## src/hdl/prof_pkg.sv

```systemverilog
package prof_pkg;
    // Event type codes written into byte 0
    localparam logic [7:0] EVT_VALUE_SAMPLE = 8'h01;
    localparam logic [7:0] EVT_INSN_RETIRED = 8'h02;
    localparam logic [7:0] EVT_BRANCH       = 8'h03;
    // Privilege level that counts as user mode
    localparam logic [1:0] USER_LEVEL       = 2'h3;
    // Flag bit positions inside the 16-bit flags field (bytes 3..2)
    localparam int FLAG_FUSED_POS           = 12;
    localparam int FLAG_PRED_VALID_POS      = 13;
    localparam int FLAG_PRED_OK_POS         = 14;
    localparam int FLAG_TAKEN_POS           = 15;
    // Counter values after reset
    localparam logic [31:0] CNT_RESET       = 32'h0000_0000;
    // Record fifo depth
    localparam int REC_FIFO_DEPTH           = 4;
    localparam int REC_BITS                 = 256;

    // Branch kinds seen at retirement
    typedef enum logic [2:0] {
        BR_NONE     = 3'b000,
        BR_NEAR_JMP = 3'b001,
        BR_COND     = 3'b010,
        BR_CXZ      = 3'b011,
        BR_LOOP     = 3'b100,
        BR_NEAR_CR  = 3'b101,
        BR_FAR      = 3'b110,
        BR_SYSTEM   = 3'b111
    } branch_kind_t;

    // One retiring instruction as the core reports it
    typedef struct packed {
        logic         valid;
        logic [63:0]  address;
        logic [1:0]   priv_before;
        logic [1:0]   priv_after;
        logic         fused;
        logic [63:0]  flag_op_address;
        logic         is_value_sample;
        logic [15:0]  imm;
        logic [31:0]  rm_value;
        logic [63:0]  reg_value;
        logic         legacy_mode;
        branch_kind_t br_kind;
        logic         taken;
        logic         pred_valid;
        logic         pred_ok;
        logic [63:0]  next_address;
    } retire_t;

    // Event record, byte 0 in the low bits
    typedef struct packed {
        logic [63:0] timestamp;
        logic [63:0] aux;
        logic [63:0] insn_addr;
        logic [31:0] data1;
        logic [15:0] flags;
        logic [7:0]  core_id;
        logic [7:0]  event_type_field;
    } record_t;
endpackage

```

## src/hdl/profiling_event_records.sv

```systemverilog
`timescale 1ns/1ps
module profiling_event_records (
    input  wire logic                 mclk_i,
    input  wire logic                 rst_i,
    input  wire prof_pkg::retire_t    retire_i,         // Retirement port
    output logic                      retire_stall_o,   // Hold retirement, record pending
    input  wire logic                 enable_i,         // Profiling running
    input  wire logic                 ts_enable_i,      // Timestamp flag
    input  wire logic [7:0]           core_id_i,        // From profiler_config_reg
    input  wire logic [63:0]          perf_ts_i,        // perf_timestamp_counter
    input  wire logic                 load_sample_i,    // Reload value-sample counter
    input  wire logic                 load_insn_i,      // Reload instructions counter
    input  wire logic                 load_branch_i,    // Reload branch counter
    input  wire logic [31:0]          load_value_i,     // Reload value
    output logic [31:0]               sample_cnt_o,     // Value-sample counter
    output logic [31:0]               insn_cnt_o,       // Instructions counter
    output logic [31:0]               branch_cnt_o,     // Branch counter
    output logic                      rec_valid_o,      // Record ready for memory
    input  wire logic                 rec_ready_i,      // Memory writer accepts
    output prof_pkg::record_t         rec_data_o        // 32-byte record
);
    logic [31:0]          sample_cnt_r;   // Down-counter, value samples
    logic [31:0]          insn_cnt_r;     // Down-counter, retired instructions
    logic [31:0]          branch_cnt_r;   // Down-counter, branches
    logic [31:0]          sample_cnt_nxt; // Next value-sample count
    logic [31:0]          insn_cnt_nxt;   // Next instruction count
    logic [31:0]          branch_cnt_nxt; // Next branch count
    logic                 take;           // Retirement accepted this cycle
    logic                 user_only;      // Wholly at user level
    logic                 br_counted;     // Branch kind that counts
    logic                 br_uncond;      // Unconditional kind
    logic [31:0]          insn_step;      // 1, or 2 when fused
    logic                 fire_sample;    // Sample counter went negative
    logic                 fire_insn;      // Insn counter went negative
    logic                 fire_branch;    // Branch counter went negative
    logic [63:0]          ts_field;       // Timestamp or zero
    logic [63:0]          rep_addr;       // Reported address
    prof_pkg::record_t    rec_sample;     // Built sample record
    prof_pkg::record_t    rec_insn;       // Built instructions record
    prof_pkg::record_t    rec_branch;     // Built branch record
    prof_pkg::record_t    pend_r [3];     // Records waiting for fifo
    logic [2:0]           pend_v_r;       // Pending valid per type
    logic                 fifo_in_valid;  // Offer to fifo
    logic                 fifo_in_ready;  // Fifo has room
    prof_pkg::record_t    fifo_in_data;   // Chosen pending record
    logic [1:0]           sel;            // Pending slot chosen
    logic [255:0]         fifo_out;       // Raw fifo head

    // Stall retirement while any pending slot still holds a record; keeps every overflow record
    assign retire_stall_o = (pend_v_r != 3'b000);
    assign take           = retire_i.valid && enable_i && !retire_stall_o;

    // Privilege qualification
    always_comb begin
        user_only = (retire_i.priv_before == prof_pkg::USER_LEVEL) &&
                    (retire_i.priv_after == prof_pkg::USER_LEVEL);
    end

    // Branch classification
    always_comb begin
        unique case (retire_i.br_kind)
            prof_pkg::BR_NEAR_JMP: br_counted = 1'b1;
            prof_pkg::BR_COND:     br_counted = 1'b1;
            prof_pkg::BR_CXZ:      br_counted = 1'b1;
            prof_pkg::BR_LOOP:     br_counted = 1'b1;
            prof_pkg::BR_NEAR_CR:  br_counted = 1'b1;
            prof_pkg::BR_FAR:      br_counted = 1'b0;
            prof_pkg::BR_SYSTEM:   br_counted = 1'b0;
            prof_pkg::BR_NONE:     br_counted = 1'b0;
        endcase
        // Ring transitions never qualify
        br_counted = br_counted && user_only;
        br_uncond  = (retire_i.br_kind == prof_pkg::BR_NEAR_JMP) ||
                     (retire_i.br_kind == prof_pkg::BR_NEAR_CR);
    end

    // Fused pair was two instructions originally
    assign insn_step = retire_i.fused ? 32'h0000_0002 : 32'h0000_0001;

    // Next counter values and overflow detection
    always_comb begin
        sample_cnt_nxt = sample_cnt_r;
        insn_cnt_nxt   = insn_cnt_r;
        branch_cnt_nxt = branch_cnt_r;
        fire_sample    = 1'b0;
        fire_insn      = 1'b0;
        fire_branch    = 1'b0;
        if (take && user_only) begin
            insn_cnt_nxt = insn_cnt_r - insn_step;
            fire_insn    = !insn_cnt_r[31] && insn_cnt_nxt[31];
        end
        if (take && user_only && retire_i.is_value_sample) begin
            sample_cnt_nxt = sample_cnt_r - 32'h0000_0001;
            fire_sample    = !sample_cnt_r[31] && sample_cnt_nxt[31];
        end
        if (take && br_counted) begin
            branch_cnt_nxt = branch_cnt_r - 32'h0000_0001;
            fire_branch    = !branch_cnt_r[31] && branch_cnt_nxt[31];
        end
    end

    // Counters; a reload wins over a decrement in the same cycle
    always_ff @(posedge mclk_i) begin
        if (rst_i) begin
            sample_cnt_r <= prof_pkg::CNT_RESET;
            insn_cnt_r   <= prof_pkg::CNT_RESET;
            branch_cnt_r <= prof_pkg::CNT_RESET;
        end else begin
            sample_cnt_r <= load_sample_i ? load_value_i : sample_cnt_nxt;
            insn_cnt_r   <= load_insn_i   ? load_value_i : insn_cnt_nxt;
            branch_cnt_r <= load_branch_i ? load_value_i : branch_cnt_nxt;
        end
    end

    assign sample_cnt_o = sample_cnt_r;
    assign insn_cnt_o   = insn_cnt_r;
    assign branch_cnt_o = branch_cnt_r;

    // Shared fields
    assign ts_field = ts_enable_i ? perf_ts_i : 64'h0;
    assign rep_addr = retire_i.fused ? retire_i.flag_op_address : retire_i.address;

    // Record assembly; every field starts at zero
    always_comb begin
        rec_sample                  = '0;
        rec_sample.event_type_field = prof_pkg::EVT_VALUE_SAMPLE;
        rec_sample.core_id          = core_id_i;
        rec_sample.flags            = retire_i.imm;
        rec_sample.data1            = retire_i.rm_value;
        rec_sample.insn_addr        = retire_i.address;
        rec_sample.aux              = retire_i.legacy_mode ?
                                      {32'h0, retire_i.reg_value[31:0]} : retire_i.reg_value;
        rec_sample.timestamp        = ts_field;

        rec_insn                  = '0;
        rec_insn.event_type_field = prof_pkg::EVT_INSN_RETIRED;
        rec_insn.core_id          = core_id_i;
        rec_insn.insn_addr        = rep_addr;
        rec_insn.timestamp        = ts_field;

        rec_branch                  = '0;
        rec_branch.event_type_field = prof_pkg::EVT_BRANCH;
        rec_branch.core_id          = core_id_i;
        rec_branch.flags[prof_pkg::FLAG_FUSED_POS]      = retire_i.fused;
        rec_branch.flags[prof_pkg::FLAG_PRED_VALID_POS] = retire_i.pred_valid;
        // Correct bit only carries meaning with valid set; forced low otherwise
        rec_branch.flags[prof_pkg::FLAG_PRED_OK_POS]    = retire_i.pred_valid &&
                                                          (retire_i.pred_ok || br_uncond);
        rec_branch.flags[prof_pkg::FLAG_TAKEN_POS]      = retire_i.taken || br_uncond;
        rec_branch.insn_addr        = rep_addr;
        rec_branch.aux              = retire_i.next_address;
        rec_branch.timestamp        = ts_field;
    end

    // Pending slot selection, lowest type first
    always_comb begin
        sel           = 2'd0;
        fifo_in_valid = 1'b1;
        if (pend_v_r[0]) begin
            sel = 2'd0;
        end else if (pend_v_r[1]) begin
            sel = 2'd1;
        end else if (pend_v_r[2]) begin
            sel = 2'd2;
        end else begin
            fifo_in_valid = 1'b0;
        end
        fifo_in_data = pend_r[sel];
    end

    // Pending records per type; one retirement may fire several
    generate
        for (genvar i = 0; i < 3; i++) begin : g_pend
            logic fire_i;
            assign fire_i = (i == 0) ? fire_sample : ((i == 1) ? fire_insn : fire_branch);
            always_ff @(posedge mclk_i) begin
                if (rst_i) begin
                    pend_v_r[i] <= 1'b0;
                    pend_r[i]   <= '0;
                end else if (fire_i) begin
                    pend_v_r[i] <= 1'b1;
                    pend_r[i]   <= (i == 0) ? rec_sample : ((i == 1) ? rec_insn : rec_branch);
                end else if (fifo_in_valid && fifo_in_ready && sel == 2'(i)) begin
                    pend_v_r[i] <= 1'b0;
                end
            end
        end
    endgenerate

    // Record fifo toward the ring-buffer writer
    rec_fifo #(
        .WIDTH (prof_pkg::REC_BITS),
        .DEPTH (prof_pkg::REC_FIFO_DEPTH)
    ) u_fifo (
        .mclk_i      (mclk_i),
        .rst_i       (rst_i),
        .in_valid_i  (fifo_in_valid),
        .in_ready_o  (fifo_in_ready),
        .in_data_i   (fifo_in_data),
        .out_valid_o (rec_valid_o),
        .out_ready_i (rec_ready_i),
        .out_data_o  (fifo_out)
    );

    assign rec_data_o = prof_pkg::record_t'(fifo_out);
endmodule

```

## src/hdl/rec_fifo.sv

```systemverilog
`timescale 1ns/1ps
// Small synchronous FIFO, head read straight from the storage array
module rec_fifo #(
    parameter int WIDTH = 256,
    parameter int DEPTH = 4
) (
    input  wire logic             mclk_i,
    input  wire logic             rst_i,
    input  wire logic             in_valid_i,
    output logic                  in_ready_o,
    input  wire logic [WIDTH-1:0] in_data_i,
    output logic                  out_valid_o,
    input  wire logic             out_ready_i,
    output logic [WIDTH-1:0]      out_data_o
);
    localparam int AW = $clog2(DEPTH);

    logic [WIDTH-1:0] mem_r [DEPTH];    // Storage
    logic [AW-1:0]    wr_ptr_r;         // Write index
    logic [AW-1:0]    rd_ptr_r;         // Read index
    logic [AW:0]      count_r;          // Words held in storage
    logic             push;             // Accepted write
    logic             pop;              // Accepted read

    assign in_ready_o  = (count_r != (AW+1)'(DEPTH)); // Room while below depth
    assign out_valid_o = (count_r != '0);
    assign push        = in_valid_i && in_ready_o;
    assign pop         = out_valid_o && out_ready_i;

    // Storage write
    always_ff @(posedge mclk_i) begin
        if (push) begin
            mem_r[wr_ptr_r] <= in_data_i;
        end
    end

    // Pointers and fill level
    always_ff @(posedge mclk_i) begin
        if (rst_i) begin
            wr_ptr_r <= '0;
            rd_ptr_r <= '0;
            count_r  <= '0;
        end else begin
            if (push) begin
                wr_ptr_r <= (wr_ptr_r == AW'(DEPTH-1)) ? '0 : wr_ptr_r + AW'(1);
            end
            if (pop) begin
                rd_ptr_r <= (rd_ptr_r == AW'(DEPTH-1)) ? '0 : rd_ptr_r + AW'(1);
            end
            count_r <= count_r + (AW+1)'(push) - (AW+1)'(pop);
        end
    end

    // Head word, combinational view of the registered array
    assign out_data_o = mem_r[rd_ptr_r];
endmodule

```

## config.mk

```make
export PLATFORM = sky130hd
export DESIGN_NAME = profiling_event_records
export DESIGN_NICKNAME = d
export VERILOG_FILES = /design/src/hdl/prof_pkg.sv /design/src/hdl/profiling_event_records.sv /design/src/hdl/rec_fifo.sv
export SDC_FILE = /design/constraint.sdc
export NUM_CORES = 2
export LEC_CHECK = 0
export BUFFER_PORTS_ARGS = -buffer_cell sky130_fd_sc_hd__buf_2
export CAP_MARGIN = 25
export CORE_UTILIZATION = 63
export CTS_CLUSTER_SIZE = 28
export DETAILED_ROUTE_END_ITERATION = 8
export GPL_TIMING_DRIVEN = 0
export HOLD_SLACK_MARGIN = 0.06
export PLACE_DENSITY_LB_ADDON = 0.1
export SLEW_MARGIN = 5
export SYNTH_ARGS = -nofsm -noshare
export SYNTH_HDL_FRONTEND = slang
export SYNTH_SLANG_ARGS = --single-unit
export TNS_END_PERCENT = 10
```

## constraint.sdc

```tcl
create_clock -name mclk_i -period 22.7 [get_ports mclk_i]
set_input_delay 1.135 -clock mclk_i [delete_from_list [all_inputs] [get_ports mclk_i]]
set_output_delay 1.135 -clock mclk_i [all_outputs]
set_load 0.03 [all_outputs]
```

==> summary.txt <==
Run status
  • Status: complete, no violations

Worst setup path
  • Setup CP Type: flip-flop to flip-flop
  • Setup crit start kind: flip-flop
  • CP dominant cell by count: clkbuf_1
  • Critical path data arrival time: 6.47 ns
  • Critical Path End Type: flip-flop
  • CP Cell Sequence: or4_1 -> nor4_1 -> nand2_1 -> nor3_1 -> ha_1 -> nand4_1 -> clkinv_1 -> clkbuf_1 -> buf_8 -> clkbuf_1 -> and2_1
  • CP max stage delay: 0.86 ns
  • Slowest CP cell: nor4_1
  • Crit path max fanout: 10
  • Critical path data required time: 23.34 ns

Final layout
  • Fraction of layout cells with a size suffix above 1: 0.2448
  • Nets: 5801
  • Layout area overhead: 18.03%
  • Filler instances: 6454
  • Design area: roughly 80000 um2

STA
  • Setup Viol. Count Final: 0
  • RSZ-0062 raised after global routing: no
  • Clock Skew: 0.02463 ns
  • Final Slew Violations: 0
  • Worst relative slew slack: 0.2959
  • Peak Freq: 0.1715 GHz
  • Final Hold Viols: 0
  • Period utilisation layout: 0.2569
  • Crit path time final: roughly 5.8 ns
  • Tightest Pin Transition: around 1.1 ns
  • Setup_tns: 0 ns

Logic synthesis
  • Mux cell area share after synthesis: 0.09302
  • Post-Synthesis Cells: ~4.4k
  • Synth area leaders: edfxtp_1 (70%), mux4_2 (8.3%), dfxtp_1 (3.2%), nand2_1 (2.9%), nor2_1 (2.8%)
  • Seq cells post-synth: 1699
  • Synth cell types: 60
  • Post-synthesis sequential area ratio: 0.7371
  • Post-Synth Simple-Gate Area: 0.1095
  • Mapped Area: approximately 68000 um2
  • EDFF count, synth: ~1.6k
  • Yosys top cell area share: 0.7048
  • Async S/R FF share, synth: 0
  • Adder-cell share of the synthesized area: 0.003177
  • Ys flop type: edfxtp_1
  • Cell taking the most area after synthesis: edfxtp_1
  • Largest family of logic cells by synthesized area: simple AND/OR/NAND/NOR gates
  • Synth Area in XOR/XNOR: 0.008016
  • Compound-gate portion of the synthesized area: 0.03109
  • Syn avg cell area: 15.57 um2
  • Synth warn: 0

Die
  • Placeable Area: 106000 um2
  • Die X: 329.9 um
  • Die Y: 329.9 um
  • I/O pins: 784
  • Std-Cell Rows: between 100 and 150
  • Die area: roughly 110000 um2
  • Starting Density: 0.6390

Clocking
  • Reg clk slew, reported paths: about 0.060 ns
  • Post-cts resize count: 0
  • CTS tree: yes
  • CTS Buffer Depth: 3
  • Root buffer cell: clkbuf_16
  • # hold bufs at CTS: 0
  • H-tree depth: 4
  • Num CTS Buffers: between 150 and 200
  • Post-CTS setup buffer count: 0
  • Clk_lat worst skew: 0.78 ns
  • Clk sink count: 1699

Routing
  • Max layer used: met5
  • Met2 Routed Length: 93540 um
  • First-pass detailed-route iteration total: 5
  • M1 wire length: 67140 um
  • Drt via density: 6.166
  • Iteration-0 DRC Markers: ~4.4k
  • DR WL/cell: 27.55 um
  • Remaining DRCs: 0
  • Vias: approximately 43k
  • DR WL met3: ~20000 um
  • Final ANT Viol Nets: 0
  • Total routed wirelength: 191000 um

Min path
  • Worst hold path type: flip-flop to flip-flop

GRT
  • GRT Total Usage: 0.3481
  • Overflow after GRT: 0
  • Largest net degree at the start of global routing: 59
  • Initial antenna violation count: 77
  • Vias in the first global route: 41.69k
  • First-pass GRT wire length: 270400 um

Power
  • LEAKAGE: 28.90 nW
  • Worst IR Drop VDD: between 0.06 and 0.07 mV
  • PD cells: around 91 nW/um2

Placement
  • Placed cell area: approximately 75000 um2
  • Final HPWL from detailed placement: 133000 um
  • Placer Congestion: 0.9469
  • Number of port buffers: 775

Run
  • Max cap viols: 0
[synth_stat cells (18+ instances only)]
library cell / n
xor2_1: 37
a211oi_1: 18
nand4_1: 19
mux4_2: 250
a31oi_1: 142
buf_1: 46
o21ai_0: 52
and3_1: 46
nor4_1: 31
and2_1: 272
inv_1: 40
nor3_1: 23
a21oi_1: 67
xnor2_1: 25
nand3_1: 94
dfxtp_1: 109
edfxtp_1: 1590
nor2_1: 511
nand2_1: 521
mux2i_1: 67
clkbuf_1: 224
[layout make-up]
type / count / area [um2] / area share
sequential: 1699 / 49930 / 0.6245
multi-input combinational: 2339 / 16640 / 0.2081
timing repair buffer: 831 / 5041 / 0.06305
clock buffer: 211 / 4439 / 0.05552
tap: 1391 / 1740 / 0.02177
buffer: 278 / 1075 / 0.01344
clock inverter: 88 / 793.3 / 0.009922
inverter: 41 / 153.9 / 0.001925
antenna: 56 / 140.1 / 0.001753
[sequential cells by signal (all words and copies together) (netlist names), named ones only]
| register | count |
|---|---|
| u_fifo.mem_r | 1000 |
| pend_r | 591 |
| u_fifo.rd_ptr_r | 2 |
| branch_cnt_o | 32 |
| u_fifo.wr_ptr_r | 2 |
| pend_v_r | 3 |
| sample_cnt_o | 32 |
| u_fifo.count_r | 3 |
| insn_cnt_o | 32 |
[worst paths after layout]
kind	depth (start not counted)	slack (ns)	to	from
min	2	0.53	sample_cnt_o[20]	sample_cnt_o[20]
max	11	16.87	pend_r[0][116]	sample_cnt_o[15]
min reg2reg	2	0.53	sample_cnt_o[20]	sample_cnt_o[20]
max reg2reg	11	16.87	pend_r[0][116]	sample_cnt_o[15]
[per-stage QoR]
| stage | total power [mW] | util | std cells | hold slack, ns | setup WS, ns |
|---|---|---|---|---|---|
| after floorplan | 4.305 | - | 4357 | 0.4423 | 14.50 |
| after global placement | 4.688 | 0.6922 | 6523 | 0.5204 | 9.808 |
| after CTS | 7.319 | 0.7521 | 6873 | 0.5368 | 16.95 |
| after global routing | 7.495 | 0.7536 | 6908 | 0.5795 | 16.83 |
| after detailed placement | 4.692 | 0.7028 | 6574 | 0.5209 | 16.40 |
| final | 7.310 | 0.7542 | 6934 | 0.5347 | 16.87 |
[placed cells by master (no fill, tap or decap), types with 40 or more instances in the layout]
master / instances
buf_2: 778
clkbuf_1: 263
o21ai_0: 52
mux4_2: 250
diode_2: 56
dfxtp_1: 109
a21oi_1: 67
buf_1: 46
nand3_1: 94
clkbuf_16: 171
nand2_1: 518
inv_1: 40
and3_1: 46
and2_1: 268
edfxtp_1: 1590
a31oi_1: 142
nor2_1: 511
mux2i_1: 67
[where the power goes]
part | switching (mW) | total (mW) | internal, mW | leakage [nW]
Clock | 1.15 | 2.67 | 1.52 | 2.54
Sequential | 0.0319 | 3.49 | 3.45 | 16.1
Combinational | 0.745 | 1.16 | 0.411 | 10.2
Total | 1.92 | 7.31 | 5.39 | 28.9
[per-layer routing]
| layer | vias up | GRT usage |
|---|---|---|
| met4 | 50 | 0.1801 |
| met1 | 21390 | 0.4377 |
| met5 | - | 0 |
| li1 | 18450 | - |
| met3 | 479 | 0.08984 |
| met2 | 2386 | 0.5629 |
[cell families (layout without fill, tap and decap cells)]
group	count (synthesis)	count (layout)
other cells	1	62
xor+xnor	62	62
flops	1699	1699
simple gates	1601	1601
fa+ha+maj	16	16
mux	317	317
buf+inv	319	1449
compound gates	337	337
[worst max-delay path, delay by kind of cell (launching register included)]
family	cells	cell delay (ns)
buffers and inverters	4	2.11
flip-flops	1	0.38
adder cells (fa/ha/maj)	1	0.30
AND/OR/NAND/NOR	6	2.89
Power figures use the tool's default switching activity.
